$ cat src/interval_timer_pkg.sv
// Constants shared by the triple interval timer block
package interval_timer_pkg;

  localparam int CNT_W = 8;
  localparam int ADDR_W = 16;
  localparam int NCH = 3;
  localparam int PRE_W = 10;

  // Register addresses
  localparam logic [15:0] MODE_CTRL_CH0_ADDR = 16'hff59;
  localparam logic [15:0] MODE_CTRL_CH1_ADDR = 16'hff5c;
  localparam logic [15:0] MODE_CTRL_CH2_ADDR = 16'hff5f;
  localparam logic [15:0] MATCH_VALUE_CH0_ADDR = 16'hff50;
  localparam logic [15:0] MATCH_VALUE_CH1_ADDR = 16'hff51;
  localparam logic [15:0] MATCH_VALUE_CH2_ADDR = 16'hff52;
  localparam logic [15:0] COUNT_VALUE_CH0_ADDR = 16'hff54;
  localparam logic [15:0] COUNT_VALUE_CH1_ADDR = 16'hff55;
  localparam logic [15:0] COUNT_VALUE_CH2_ADDR = 16'hff56;

  // Mode control field positions
  localparam int RUN_BIT = 7;
  localparam int SEL_HI_BIT = 2;
  localparam int SEL_LO_BIT = 1;
  localparam int OUT_EN_BIT = 0;

  // Writable bits; the rest read as zero
  localparam logic [7:0] MODE_MASK_CH01 = 8'h86;
  localparam logic [7:0] MODE_MASK_CH2 = 8'h87;

  // Values after reset, and read data of unmapped addresses
  localparam logic [7:0] MODE_RESET = 8'h00;
  localparam logic [7:0] COUNT_RESET = 8'h00;
  localparam logic [7:0] RDATA_RESET = 8'h00;
  localparam logic [7:0] UNMAPPED_RDATA = 8'h00;

  // Clock field codes
  localparam logic [1:0] SEL_DIV_A = 2'h0;
  localparam logic [1:0] SEL_DIV_B = 2'h1;
  localparam logic [1:0] SEL_EXT_RISE = 2'h2;
  localparam logic [1:0] SEL_EXT_FALL = 2'h3;

  // Prescaler exponents per channel, main clock divided by 2^N
  localparam int CH0_DIV_A_EXP = 6;
  localparam int CH0_DIV_B_EXP = 9;
  localparam int CH1_DIV_A_EXP = 4;
  localparam int CH1_DIV_B_EXP = 8;
  localparam int CH2_DIV_A_EXP = 3;
  localparam int CH2_DIV_B_EXP = 10;

endpackage : interval_timer_pkg

$ cat src/interval_counter.sv
// One 8-bit up-counter with compare-match clear
`timescale 1ns/1ps
`default_nettype none
module interval_counter (
  input wire logic clk_i,
  input wire logic rst_i,
  input wire logic ce_i,
  input wire logic run_i,
  input wire logic tick_i,
  input wire logic [interval_timer_pkg::CNT_W-1:0] match_value_i,
  output logic [interval_timer_pkg::CNT_W-1:0] count_o,
  output logic match_o
);
  import interval_timer_pkg::*;

  always_ff @(posedge clk_i or posedge rst_i) begin
    if (rst_i) begin
      count_o <= COUNT_RESET;
      match_o <= 1'b0;
    end else if (ce_i) begin
      match_o <= 1'b0;
      if (!run_i) begin
        count_o <= COUNT_RESET;
      end else if (tick_i) begin
        // Compare uses the live register, so a rewrite while running can hit at once
        if (count_o == match_value_i) begin
          count_o <= COUNT_RESET;
          match_o <= 1'b1;
        end else begin
          count_o <= count_o + {{(CNT_W-1){1'b0}}, 1'b1};
        end
      end
    end
  end

endmodule : interval_counter
`default_nettype wire

$ cat src/prescale_ticks.sv
// Main clock prescaler and subsystem clock edge detector
`timescale 1ns/1ps
`default_nettype none
module prescale_ticks (
  input wire logic clk_i,
  input wire logic rst_i,
  input wire logic ce_i,
  input wire logic sub_clk_i,
  output logic [interval_timer_pkg::PRE_W-1:0] div_tick_o,
  output logic sub_tick_o
);
  import interval_timer_pkg::*;

  logic [PRE_W-1:0] pre_q;
  logic [2:0] sub_sync_q;

  // Bit i pulses once every 2^(i+1) clocks
  always_ff @(posedge clk_i or posedge rst_i) begin
    if (rst_i) begin
      pre_q <= '0;
      div_tick_o <= '0;
    end else if (ce_i) begin
      pre_q <= pre_q + {{(PRE_W-1){1'b0}}, 1'b1};
      for (int i = 0; i < PRE_W; i++) begin
        div_tick_o[i] <= &(pre_q | ~PRE_W'((1 << (i + 1)) - 1));
      end
    end
  end

  // Subsystem clock is slow and asynchronous: two stages, then edge
  always_ff @(posedge clk_i or posedge rst_i) begin
    if (rst_i) begin
      sub_sync_q <= '0;
      sub_tick_o <= 1'b0;
    end else if (ce_i) begin
      sub_sync_q <= {sub_sync_q[1:0], sub_clk_i};
      sub_tick_o <= sub_sync_q[1] & ~sub_sync_q[2];
    end
  end

endmodule : prescale_ticks
`default_nettype wire

$ cat src/triple_8bit_interval_timer.sv
// Top of the three-channel 8-bit interval timer with register port
`timescale 1ns/1ps
`default_nettype none
module triple_8bit_interval_timer (
  input wire logic clk_i,
  input wire logic rst_i,
  input wire logic ce_i,
  input wire logic [interval_timer_pkg::ADDR_W-1:0] addr_i,
  input wire logic wr_byte_i,
  input wire logic wr_bit_i,
  input wire logic [2:0] bit_idx_i,
  input wire logic bit_val_i,
  input wire logic [7:0] wdata_i,
  input wire logic rd_i,
  input wire logic event_in_pin_i,
  input wire logic sub_clk_i,
  output logic [7:0] rdata_o,
  output logic [interval_timer_pkg::NCH-1:0] match_irq_o,
  output logic timer_out_pin_o,
  output logic timer_out_oe_o
);
  import interval_timer_pkg::*;

  // Register contents
  logic [7:0] mode_ctrl_ch0_q;
  logic [7:0] mode_ctrl_ch1_q;
  logic [7:0] mode_ctrl_ch2_q;
  logic [7:0] match_value_ch0_q;
  logic [7:0] match_value_ch1_q;
  logic [7:0] match_value_ch2_q;
  logic [7:0] mode_ctrl_ch0_d;
  logic [7:0] mode_ctrl_ch1_d;
  logic [7:0] mode_ctrl_ch2_d;
  logic [7:0] rdata_d;

  // Counter state
  logic [CNT_W-1:0] count_value_ch0;
  logic [CNT_W-1:0] count_value_ch1;
  logic [CNT_W-1:0] count_value_ch2;

  // Clock sources
  logic [PRE_W-1:0] div_tick;
  logic sub_tick;
  logic event_q;
  logic event_rise_q;
  logic event_fall_q;
  logic [NCH-1:0] tick;
  logic [NCH-1:0] run;

  // Timer output
  logic out_level_q;
  logic out_level_d;
  logic out_enable;

  // Address decodes
  logic sel_mode0;
  logic sel_mode1;
  logic sel_mode2;
  logic sel_match0;
  logic sel_match1;
  logic sel_match2;

  // Byte write replaces, bit write changes one bit; only writable bits stored
  function automatic logic [7:0] merge_write(
    input logic [7:0] old_val,
    input logic byte_we,
    input logic bit_we,
    input logic [2:0] idx,
    input logic val,
    input logic [7:0] wdata,
    input logic [7:0] mask
  );
    logic [7:0] nxt;
    nxt = old_val;
    if (byte_we) begin
      nxt = wdata;
    end else if (bit_we) begin
      nxt[idx] = val;
    end
    return nxt & mask;
  endfunction : merge_write

  // Picks the count pulse for a channel from its clock field
  function automatic logic pick_tick(
    input logic [1:0] sel,
    input logic div_a,
    input logic div_b,
    input logic alt_rise,
    input logic alt_fall
  );
    logic t;
    t = 1'b0;
    unique case (sel)
      SEL_DIV_A: t = div_a;
      SEL_DIV_B: t = div_b;
      SEL_EXT_RISE: t = alt_rise;
      SEL_EXT_FALL: t = alt_fall;
    endcase
    return t;
  endfunction : pick_tick

  assign sel_mode0 = (addr_i == MODE_CTRL_CH0_ADDR);
  assign sel_mode1 = (addr_i == MODE_CTRL_CH1_ADDR);
  assign sel_mode2 = (addr_i == MODE_CTRL_CH2_ADDR);
  assign sel_match0 = (addr_i == MATCH_VALUE_CH0_ADDR);
  assign sel_match1 = (addr_i == MATCH_VALUE_CH1_ADDR);
  assign sel_match2 = (addr_i == MATCH_VALUE_CH2_ADDR);

  // Next mode values; bits 3..6, and bit 0 of channels 0 and 1, are never stored
  always_comb begin
    mode_ctrl_ch0_d = mode_ctrl_ch0_q;
    mode_ctrl_ch1_d = mode_ctrl_ch1_q;
    mode_ctrl_ch2_d = mode_ctrl_ch2_q;
    if (sel_mode0) begin
      mode_ctrl_ch0_d = merge_write(mode_ctrl_ch0_q, wr_byte_i, wr_bit_i, bit_idx_i,
                                    bit_val_i, wdata_i, MODE_MASK_CH01);
    end
    if (sel_mode1) begin
      mode_ctrl_ch1_d = merge_write(mode_ctrl_ch1_q, wr_byte_i, wr_bit_i, bit_idx_i,
                                    bit_val_i, wdata_i, MODE_MASK_CH01);
    end
    if (sel_mode2) begin
      mode_ctrl_ch2_d = merge_write(mode_ctrl_ch2_q, wr_byte_i, wr_bit_i, bit_idx_i,
                                    bit_val_i, wdata_i, MODE_MASK_CH2);
    end
  end

  // Mode control registers, frozen while the clock enable is low
  always_ff @(posedge clk_i or posedge rst_i) begin
    if (rst_i) begin
      mode_ctrl_ch0_q <= MODE_RESET;
      mode_ctrl_ch1_q <= MODE_RESET;
      mode_ctrl_ch2_q <= MODE_RESET;
    end else if (ce_i) begin
      mode_ctrl_ch0_q <= mode_ctrl_ch0_d;
      mode_ctrl_ch1_q <= mode_ctrl_ch1_d;
      mode_ctrl_ch2_q <= mode_ctrl_ch2_d;
    end
  end

  // Compare registers: no reset, whole-byte writes only, bit writes dropped
  // Left unreset: software must load them before starting a channel
  always_ff @(posedge clk_i) begin
    if (ce_i && wr_byte_i) begin
      if (sel_match0) begin
        match_value_ch0_q <= wdata_i;
      end
      if (sel_match1) begin
        match_value_ch1_q <= wdata_i;
      end
      if (sel_match2) begin
        match_value_ch2_q <= wdata_i;
      end
    end
  end

  // Read data of the addressed register; unmapped addresses read zero
  always_comb begin
    unique case (addr_i)
      MODE_CTRL_CH0_ADDR: rdata_d = mode_ctrl_ch0_q;
      MODE_CTRL_CH1_ADDR: rdata_d = mode_ctrl_ch1_q;
      MODE_CTRL_CH2_ADDR: rdata_d = mode_ctrl_ch2_q;
      MATCH_VALUE_CH0_ADDR: rdata_d = match_value_ch0_q;
      MATCH_VALUE_CH1_ADDR: rdata_d = match_value_ch1_q;
      MATCH_VALUE_CH2_ADDR: rdata_d = match_value_ch2_q;
      COUNT_VALUE_CH0_ADDR: rdata_d = count_value_ch0;
      COUNT_VALUE_CH1_ADDR: rdata_d = count_value_ch1;
      COUNT_VALUE_CH2_ADDR: rdata_d = count_value_ch2;
      default: rdata_d = UNMAPPED_RDATA;
    endcase
  end

  // Read port answers one cycle after the strobe and holds until the next read
  always_ff @(posedge clk_i or posedge rst_i) begin
    if (rst_i) begin
      rdata_o <= RDATA_RESET;
    end else if (ce_i && rd_i) begin
      rdata_o <= rdata_d;
    end
  end

  // Event input is synchronous to clk_i; detect both edges
  // Registered edge pulses give channel 0 one tick per rising edge (code 10) or per falling edge (code 11)
  always_ff @(posedge clk_i or posedge rst_i) begin
    if (rst_i) begin
      event_q <= 1'b0;
      event_rise_q <= 1'b0;
      event_fall_q <= 1'b0;
    end else if (ce_i) begin
      event_q <= event_in_pin_i;
      event_rise_q <= event_in_pin_i & ~event_q;
      event_fall_q <= ~event_in_pin_i & event_q;
    end
  end

  prescale_ticks u_prescale (
    .clk_i(clk_i),
    .rst_i(rst_i),
    .ce_i(ce_i),
    .sub_clk_i(sub_clk_i),
    .div_tick_o(div_tick),
    .sub_tick_o(sub_tick)
  );

  assign run[0] = mode_ctrl_ch0_q[RUN_BIT];
  assign run[1] = mode_ctrl_ch1_q[RUN_BIT];
  assign run[2] = mode_ctrl_ch2_q[RUN_BIT];

  assign tick[0] = pick_tick(mode_ctrl_ch0_q[SEL_HI_BIT:SEL_LO_BIT],
                             div_tick[CH0_DIV_A_EXP-1], div_tick[CH0_DIV_B_EXP-1],
                             event_rise_q, event_fall_q);
  // Codes 10 and 11 both take the subsystem clock
  assign tick[1] = pick_tick(mode_ctrl_ch1_q[SEL_HI_BIT:SEL_LO_BIT],
                             div_tick[CH1_DIV_A_EXP-1], div_tick[CH1_DIV_B_EXP-1],
                             sub_tick, sub_tick);
  assign tick[2] = pick_tick(mode_ctrl_ch2_q[SEL_HI_BIT:SEL_LO_BIT],
                             div_tick[CH2_DIV_A_EXP-1], div_tick[CH2_DIV_B_EXP-1],
                             sub_tick, sub_tick);

  interval_counter u_cnt0 (
    .clk_i(clk_i),
    .rst_i(rst_i),
    .ce_i(ce_i),
    .run_i(run[0]),
    .tick_i(tick[0]),
    .match_value_i(match_value_ch0_q),
    .count_o(count_value_ch0),
    .match_o(match_irq_o[0])
  );

  interval_counter u_cnt1 (
    .clk_i(clk_i),
    .rst_i(rst_i),
    .ce_i(ce_i),
    .run_i(run[1]),
    .tick_i(tick[1]),
    .match_value_i(match_value_ch1_q),
    .count_o(count_value_ch1),
    .match_o(match_irq_o[1])
  );

  interval_counter u_cnt2 (
    .clk_i(clk_i),
    .rst_i(rst_i),
    .ce_i(ce_i),
    .run_i(run[2]),
    .tick_i(tick[2]),
    .match_value_i(match_value_ch2_q),
    .count_o(count_value_ch2),
    .match_o(match_irq_o[2])
  );

  // Square wave: toggles on each channel 2 match, held low while stopped
  always_comb begin
    out_level_d = out_level_q;
    if (!run[2]) begin
      out_level_d = 1'b0;
    end else if (match_irq_o[2]) begin
      out_level_d = ~out_level_q;
    end
  end

  always_ff @(posedge clk_i or posedge rst_i) begin
    if (rst_i) begin
      out_level_q <= 1'b0;
    end else if (ce_i) begin
      out_level_q <= out_level_d;
    end
  end

  assign out_enable = mode_ctrl_ch2_q[OUT_EN_BIT];

  // Pin driver: enable follows the output enable bit, level follows the wave
  always_ff @(posedge clk_i or posedge rst_i) begin
    if (rst_i) begin
      timer_out_pin_o <= 1'b0;
      timer_out_oe_o <= 1'b0;
    end else if (ce_i) begin
      timer_out_oe_o <= out_enable;
      timer_out_pin_o <= out_enable & out_level_q;
    end
  end

endmodule : triple_8bit_interval_timer
`default_nettype wire

$ cat config.mk
export PLATFORM = sky130hd
export DESIGN_NAME = triple_8bit_interval_timer
export DESIGN_NICKNAME = d
export VERILOG_FILES = /design/src/interval_timer_pkg.sv /design/src/interval_counter.sv /design/src/prescale_ticks.sv /design/src/triple_8bit_interval_timer.sv
export SDC_FILE = /design/constraint.sdc
export NUM_CORES = 1
export LEC_CHECK = 0
export BUFFER_PORTS_ARGS = -buffer_cell sky130_fd_sc_hd__buf_4
export CORE_MARGIN = 1
export CORE_UTILIZATION = 25
export CTS_CLUSTER_SIZE = 24
export DETAILED_ROUTE_END_ITERATION = 6
export PLACE_DENSITY = 0.54
export SLEW_MARGIN = 5
export SYNTH_ARGS = -nofsm -noshare
export SYNTH_HDL_FRONTEND = slang
export SYNTH_HIERARCHICAL = 1
export SYNTH_SLANG_ARGS = --single-unit
export TNS_END_PERCENT = 30
$ cat constraint.sdc
create_clock -name clk_i -period 1.6 [get_ports clk_i]
set_input_delay 0.08 -clock clk_i [delete_from_list [all_inputs] [get_ports clk_i]]
set_output_delay 0.08 -clock clk_i [all_outputs]
set_load 0.03 [all_outputs]
# Word-level counts from Yosys, hierarchy flattened
# Index checks and enable logic that the tools add are counted.
[op_classes]
n_shift = 0
bitwise_logic = 8
add_sub_neg = 4
n_reduce_logical = 28
div = 0
mul = 0
n_lt_le_gt_ge = 2
eq_ne = 25
muxes = 35
[ops]
columns = ["op", "count"]
rows = [
  ["$eq A16 B16 Y1 const B", 9],
  ["$mux W8", 15],
  ["$pmux W8 S9", 1],
  ["$add A8 B1 Y8 const B", 3],
  ["$bwmux W8", 3],
  ["$eq A8 B8 Y1", 3],
  ["$reduce_and A2 Y1", 8],
  ["$eq A2 B2 Y1 const B", 6],
  ["$mux W1", 12],
  ["$reduce_and A3 Y1", 4],
  ["$add A10 B1 Y10 const B", 1],
  ["$reduce_and A10 Y1", 1],
  ["$reduce_and A9 Y1", 1],
  ["$ne A2 B1 Y1 const B", 4],
  ["$reduce_and A8 Y1", 1],
  ["$reduce_and A7 Y1", 1],
  ["$eq A2 B1 Y1 const B", 3],
  ["$logic_not A2 Y1", 3],
  ["$pmux W1 S3", 2],
  ["$reduce_and A6 Y1", 1],
  ["$reduce_and A5 Y1", 1],
  ["$and A1 B1 Y1", 4],
  ["$lt A3 B4 Y1 const B", 1],
  ["$not A1 Y1", 4],
  ["other kinds (7)", 10],
]
[word_totals]
out_inout_bits = 13
ram_bits = 0
word_cells = 125
ff_bits = 99
rom_bits = 0
latchBits = 0
n_memories = 0

# Logic depth before layout (Yosys ltp)
# Gate-level depths: netlist of the first run.
[logic_depth]
word_depth = 7
depth_mapped = 8

# Modules after synthesis
# The synthesis of the first run kept the hierarchy.
[by_module_without_submodules]
columns = ["mod", "cells_per_inst", "area_per_inst_um2", "instances"]
rows = [
  ["triple_8bit_interval_timer", 245, 2541.2, 1],
  ["interval_counter", 61, 569.3, 3],
  ["prescale_ticks", 73, 1021.0, 1],
]

# Worst setup path after synthesis of the first run
# Ideal clock, no wire load.
[synth_timing]
kind = "input -> register"
from = "in addr_i[7] (netlist name)"
to = "reg match_value_ch2_q[0] (enable)"
path_slack_ns = -0.681
required_time_ns = 1.215
path_stages = 6
arrival_ns = 1.896
path_buffers = 1
path_cell_list = "nand4bb_1 -> or3_1 -> buf_6 -> nor2_1 -> nand3_1 -> nor3b_1"
[synth_between]
elab_chain_len = 2
[synth_rtl]
columns = ["element", "line", "text"]
rows = [
  ["start, declared", "triple_8bit_interval_timer.sv:8", "input wire logic [interval_timer_pkg::ADDR_W-1:0] addr_i,"],
  ["$eq A16 B16 Y1", "triple_8bit_interval_timer.sv:107", "assign sel_match2 = (addr_i == MATCH_VALUE_CH2_ADDR);"],
  ["$reduce_and A2 Y1 (no source line)", "--", ""],
  ["end signal, assigned", "triple_8bit_interval_timer.sv:152", "match_value_ch2_q <= wdata_i;"],
  ["end, declared", "triple_8bit_interval_timer.sv:30", "logic [7:0] match_value_ch2_q;"],
]
# No other way between the ends.
# A chain may end at the register's enable or synchronous reset.

# Final worst setup path of the first run
[layout_timing]
from = "reg mode_ctrl_ch0_q[1]"
to = "reg u_cnt0/count_o[3] (netlist name)"
[layout_between]
elab_chain_len = 4
elab_cells_between_ends = 7
[layout_rtl]
columns = ["element", "line", "text"]
rows = [
  ["start, declared", "triple_8bit_interval_timer.sv:25", "logic [7:0] mode_ctrl_ch0_q;"],
  ["start signal, assigned", "triple_8bit_interval_timer.sv:135", "mode_ctrl_ch0_q <= mode_ctrl_ch0_d;"],
  ["$eq A2 B2 Y1 (tied with other cells)", "triple_8bit_interval_timer.sv:93", "unique case (sel)"],
  ["$pmux W1 S4 (*)", "triple_8bit_interval_timer.sv:93", ""],
  ["net tick[0]", "triple_8bit_interval_timer.sv:47", "logic [NCH-1:0] tick;"],
  ["$ne A2 B1 Y1 (no source line) (*)", "--", ""],
  ["$reduce_and A2 Y1 (no source line) (*)", "--", ""],
  ["end signal, assigned", "interval_counter.sv:30", "count_o <= count_o + {{(CNT_W-1){1'b0}}, 1'b1};"],
  ["end, declared", "interval_counter.sv:11", "output logic [interval_timer_pkg::CNT_W-1:0] count_o,"],
]
# Mark *: on every way through the listed nets, which the timed path passes. The rest lies on a longest branch.

==> results.cfg, run 1 <==
[detailed_routing]
drc = 0
detail_route.wl_per_cell_microns = 16.4
drtPass1Iterations = 5
drtAntennaViolNets = 0
via_per_inst = 4.84
routed_wl_microns = 14800
drt_iter0_drc = 259
vias = 4360

[sta]
whs_ns = 0.0795
rsz0062_at_grt = true
period_minus_slack_ns = 1.72
fin_ws_ns = -0.123
setup_viol = 15
relSlewSlack = 0.686
clock.fmax_ghz = 0.580
period_share = 1.08
drv_slew = 0
finalHoldViolCount = 0
tightest_slew_ns = 0.465
fin_skew_ns = 0.0113

[floorplanning]
ios = 49
dieWidth_microns = 145
rows = 52
dieArea_sq_um = 21100
start_util = 0.254
core-area_sq_um = 20200
chipHeight_microns = 145

[power_and_ir_drop]
powerDensity_nw_per_um2 = 827
swShare = 0.273
leakage_nw = 3.01
pwr-share-clk = 0.381
p_int_mw = 4.13
p_sw_mw = 1.55
combPwrFrac = 0.143
p_seq_frac = 0.476
peakVddDrop_uv = 439

[finish]
antennaDiodeCount = 0
nets = 669
areaGrowthSynthToFinish_pct = 34.1
fin_area_sq_um = 6870
n_fill_cell = 2081
drive_gt1_frac = 0.320

[outcome]
violations = negative setup slack
status = finished, violations left

[grt]
grt-ovfl-total = 0
antenna_found_initial = 0
grt_pass1_vias = 4472
grt_start_max_net_pins = 38
grt_pass1_wl_microns = 24100
grt_util_all_layers = 0.148

[logic_synthesis]
synth_nets = 536
synth.cell_area_sq_um = 5130
postSynthAreaPerCell_sq_um = 10.4
synthCells = 493
ys.warnings.count = 6

[critical_path]
critPathKind = flop to flop
worstPathArrival_ns = 1.96
end_kind = flop
startpoint_type = flop
worstPathRequired_ns = 1.84
path_max_fanout = 4

[clock_network]
clk_latency_ns = 0.36
cts_tree = built
clock_path_buffers = 2
cts_buffers = 9
htreeDepth = 3
clock_sinks = 95
clk_pin_slew_ns = 0.08
cts_root_buf = clkbuf_16

[hold_path]
min_path_type = input pin to flop

[placement]
numPortBuffers = 48
dp.final_hpwl_microns = 11600
placed_cell_area_sq_um = 6370
globalplace.congestion = 0.910
place_ws_ns = -0.310

[flow_run]
drv_cap = 0
final cells by class:
class	instances	area, sq um	share of cell area
sequential	95	2500	0.363
tap	270	338	0.0491
clock buffer	9	225	0.0328
timing repair buffer	137	1080	0.158
inverter	26	97.6	0.0142
multi-input combinational	357	2560	0.372
clock inverter	7	72.6	0.0106
placed cells by master (no fill, tap or decap), drive strengths merged, types with 4 or more instances in the layout:
cell type,instances
buf,126
nand2,51
a22o,4
inv,30
edfxtp,24
or3,5
ha,7
nand3,22
nor2b,8
a22oi,6
nor2,13
clkbuf,9
nor3b,4
nor4,6
mux2,21
o21ai,40
and4,5
xnor2,16
and3,12
o22ai,7
a21oi,24
nor3,14
nand4,9
dfrtp,71
a21o,11
o211ai,4
xor2,23
mux2i,14
dlygate4sd3,11
per-layer routing:
metal | part of all wire | global-route usage | wire length, microns | vias to the layer above
met5 | 0 | 0 | 0 | -
li1 | - | - | - | 2057
met2 | 0.46 | 0.236 | 6820 | 124
met4 | 0.024 | 0.0579 | 350 | 0
met3 | 0.053 | 0.0242 | 780 | 20
met1 | 0.46 | 0.200 | 6860 | 2159
final timing paths:
kind | cells past startpoint | slack (ns) | to | startpoint
min in group asynchronous | 3 | 0.31 | rdata_o[6]$_DFFE_PP0P_ | rst_i
hold reg to reg | 1 | 0.47 | u_prescale/pre_q[7]$_DFFE_PP0P_ | u_prescale/pre_q[7]$_DFFE_PP0P_
hold / removal | 3 | 0.08 | mode_ctrl_ch2_q[0]$_DFFE_PP0P_ | bit_idx_i[1]
max in group asynchronous | 4 | 0.75 | mode_ctrl_ch2_q[7]$_DFFE_PP0P_ | rst_i
setup / recovery | 5 | -0.12 | u_cnt0/count_o[3]$_DFFE_PP0P_ | mode_ctrl_ch0_q[1]$_DFFE_PP0P_
setup reg to reg | 5 | -0.12 | u_cnt0/count_o[3]$_DFFE_PP0P_ | mode_ctrl_ch0_q[1]$_DFFE_PP0P_
worst max-delay path, stage by stage (launching register included):
cell and delay [ns]:
dfrtp_1 0.38, mux4_2 0.60, o211ai_1 0.28, buf_4 0.16, xor2_1 0.13, a21oi_1 0.05
power groups by stage:
stage               sequential, mW  clock [mW]  combinational (mW)
floorplan                     2.74           0               0.406
global placement              2.74           0               0.752
detailed placement            2.75           0               0.780
CTS                           2.70        2.25               0.811
global route                  2.72        2.32               0.913
finish                        2.71        2.17               0.812
repair_timing:
item,in CTS,in global routing
gates resized for setup,6,14
pin swaps,6,9
setup endpoints to repair,17,26
endpoints found under the hold margin,83,0
hold buffers,11,0
setup buffers,3,0
sequential cells by signal, summed over array words and instances, names as in the netlist, 4 cells and up:
signal and flops:
match_value_ch2_q 8, rdata_o 8, u_prescale/div_tick_o 6, match_value_ch0_q 8, mode_ctrl_ch2_q 4, u_cnt1/count_o 8
match_value_ch1_q 8, u_prescale/pre_q 10, u_cnt2/count_o 8, u_cnt0/count_o 8
through the flow:
stage	instances	TNS, ns	utilization	power, mW
after floorplan	493	-2.91	-	3.15
after global placement	871	-8.03	0.316	3.49
after detailed placement	871	-9.27	0.316	3.53
after CTS	901	-1.07	0.338	5.76
after global routing	901	-2.68	0.341	5.96
final	901	-0.908	0.341	5.69
Note: power is estimated with default switching activity, not from simulation.
==> run 2: changes to the inputs <==
--- a/config.mk
+++ b/config.mk
@@ -10,7 +10,7 @@
 export CORE_UTILIZATION = 25
 export CTS_CLUSTER_SIZE = 24
 export DETAILED_ROUTE_END_ITERATION = 6
-export PLACE_DENSITY = 0.54
+export PLACE_DENSITY_LB_ADDON = 0.08
 export SLEW_MARGIN = 5
 export SYNTH_ARGS = -nofsm -noshare
 export SYNTH_HDL_FRONTEND = slang
==> run 2 against run 1 <==
  * The flow still finishes with violations (negative setup slack)
  * Cell count grew 1.3%
  * Sequential share of layout area shrank 0.17 points
  * Clock power is essentially flat
  * Wire length grew 7.5%
  * Hold slack lost 0.0053 ns
  * Sequential power is essentially flat
  * Critical path depth grew 1
  * Die area is the same
  * Register-to-register slack gained 0.04 ns
  * Critical path type unchanged
  * Critical endpoint is now u_cnt0/count_o[4]$_DFFE_PP0P_
  * Highest routed layer unchanged
==> results.cfg, run 2 (synthesis results as in run 1) <==
[outcome]
status = finished, violations left
violations = negative setup slack

[clock_network]
clk_pin_slew_ns = 0.08
cts_buffers = 9
clock_path_buffers = 2
cts_root_buf = clkbuf_16
htreeDepth = 3
clock_sinks = 95
clk_latency_ns = 0.35
cts_tree = built

[finish]
multi_input_comb_area_sq_um = 2520
n_fill_cell = 2120
drive_gt1_frac = 0.325
final_common_cell = buf_4
fin_area_sq_um = 6910
largest_reg_flops = 10
regArea_sq_um = 2500
top_register = u_prescale/pre_q
post-route-util = 0.342
areaGrowthSynthToFinish_pct = 34.7
final_cell_mix = buf_4, dfrtp_1, nand2_1
antennaDiodeCount = 0
nets = 681

[sta]
relSlewSlack = 0.653
finalHoldViolCount = 0
clock.fmax_ghz = 0.593
fin_skew_ns = 0.00655
fin_ws_ns = -0.0859
drv_slew = 0
period_share = 1.05
tightest_slew_ns = 0.515
period_minus_slack_ns = 1.69
whs_ns = 0.0742
setup_viol = 9
rsz0062_at_grt = true

[critical_path]
end_kind = flop
crit-reg2reg-launch = event_rise_q$_DFFE_PP0P_
cpPeakStageDelay_ns = 0.56
r2r_cells = 6
rrSetupSlack_ns = -0.09
critPathKind = flop to flop
startpoint_type = flop
crit_chain = mux4_2 > o21ai_2 > buf_6 > or3_1 > a21oi_1 > a21o_1
worstPathRequired_ns = 1.84
rr_endpoint = u_cnt0/count_o[4]$_DFFE_PP0P_
cpMaxStageDelayCell = mux4_2
worstPathArrival_ns = 1.93
path_max_fanout = 7

[power_and_ir_drop]
peakVddDrop_uv = 618
leakage_nw = 3.06
powerDensity_nw_per_um2 = 824
power.total_mw = 5.69

[floorplanning]
start_util = 0.254
ios = 49
rows = 52
dieArea_sq_um = 21100
dieWidth_microns = 145
core-area_sq_um = 20200
chipHeight_microns = 145

[placement]
place_ws_ns = -0.285
placed_cell_area_sq_um = 6460
globalplace.congestion = 0.857
dp.final_hpwl_microns = 12500
numPortBuffers = 48

[grt]
grt_pass1_vias = 4359
grt-ovfl-total = 0
grt_util_all_layers = 0.158
grt_start_max_net_pins = 27
antenna_found_initial = 0
grt_pass1_wl_microns = 25100

[detailed_routing]
drt_iter0_drc = 189
routed_wl_microns = 15900
drc = 0
drtAntennaViolNets = 0
drtPass1Iterations = 4
vias = 4231
via_per_inst = 4.63
detail_route.wl_per_cell_microns = 17.4

[flow_run]
drv_cap = 0

[hold_path]
hold_path.startpoint = bit_idx_i[1]
hold_depth = 3
min_path_type = input pin to flop
min_to = mode_ctrl_ch2_q[0]$_DFFE_PP0P_
[run 2: layout make-up]
class / count / area share
Clock buffer: 9 / 0.0326
Clock inverter: 7 / 0.00906
Inverter: 26 / 0.0141
Multi-Input combinational cell: 357 / 0.365
Sequential cell: 95 / 0.362
Tap cell: 270 / 0.0489
Timing Repair Buffer: 149 / 0.168
[run 2: through the flow]
stage / setup TNS, ns / cells
2_1_floorplan: -2.91 / 493
3_3_place_gp: -8.09 / 883
3_5_place_dp: -8.43 / 883
4_1_cts: -0.386 / 910
5_1_grt: -1.46 / 913
6_report: -0.380 / 913
[run 2: how the worst max path moves through the flow]
| stage | startpoint | endpoint | depth (start not counted) |
|---|---|---|---|
| 2_1_floorplan | addr_i[7] | match_value_ch1_q[0]$_DFFE_PP_ | 6 |
| 3_3_place_gp | addr_i[7] | mode_ctrl_ch2_q[7]$_DFFE_PP0P_ | 6 |
| 3_5_place_dp | addr_i[7] | mode_ctrl_ch2_q[2]$_DFFE_PP0P_ | 6 |
| 4_1_cts | mode_ctrl_ch0_q[1]$_DFFE_PP0P_ | u_cnt0/count_o[4]$_DFFE_PP0P_ | 6 |
| 5_1_grt | mode_ctrl_ch0_q[1]$_DFFE_PP0P_ | u_cnt0/count_o[7]$_DFFE_PP0P_ | 6 |
| 6_report | event_rise_q$_DFFE_PP0P_ | u_cnt0/count_o[4]$_DFFE_PP0P_ | 6 |
[run 2: critical path: cells and delay by family (launching register included)]
kind | cells | cell delay [ns]
AO/OA/AOI/OAI | 3 | 0.37
AND/OR/NAND/NOR | 1 | 0.10
multiplexers | 1 | 0.56
flip-flops | 1 | 0.41
buffers and inverters | 1 | 0.14
[run 2: where the power goes]
group / internal (mW) / switching [mW] / total (mW)
combinational: 0.423 / 0.401 / 0.825
sequential: 2.61 / 0.0988 / 2.71
clock: 1.09 / 1.07 / 2.16
total: 4.12 / 1.57 / 5.69
[run 2: what timing repair did]
action,4_1_cts,5_1_grt
pin swaps,2,5
gates resized for setup,2,8
setup endpoints to repair,13,25
cloned,0,0
endpoints found under the hold margin,99,0
buffers inserted,0,3
hold buffers,11,0
[run 2: per-layer routing]
metal	routed length, microns	GRT usage	vias to the layer above	part of all wire
li1	-	-	2073	-
met1	7770	0.217	2069	0.49
met2	7400	0.251	72	0.46
met3	459	0.0267	17	0.029
met4	298	0.0516	0	0.019
met5	0	0	-	0
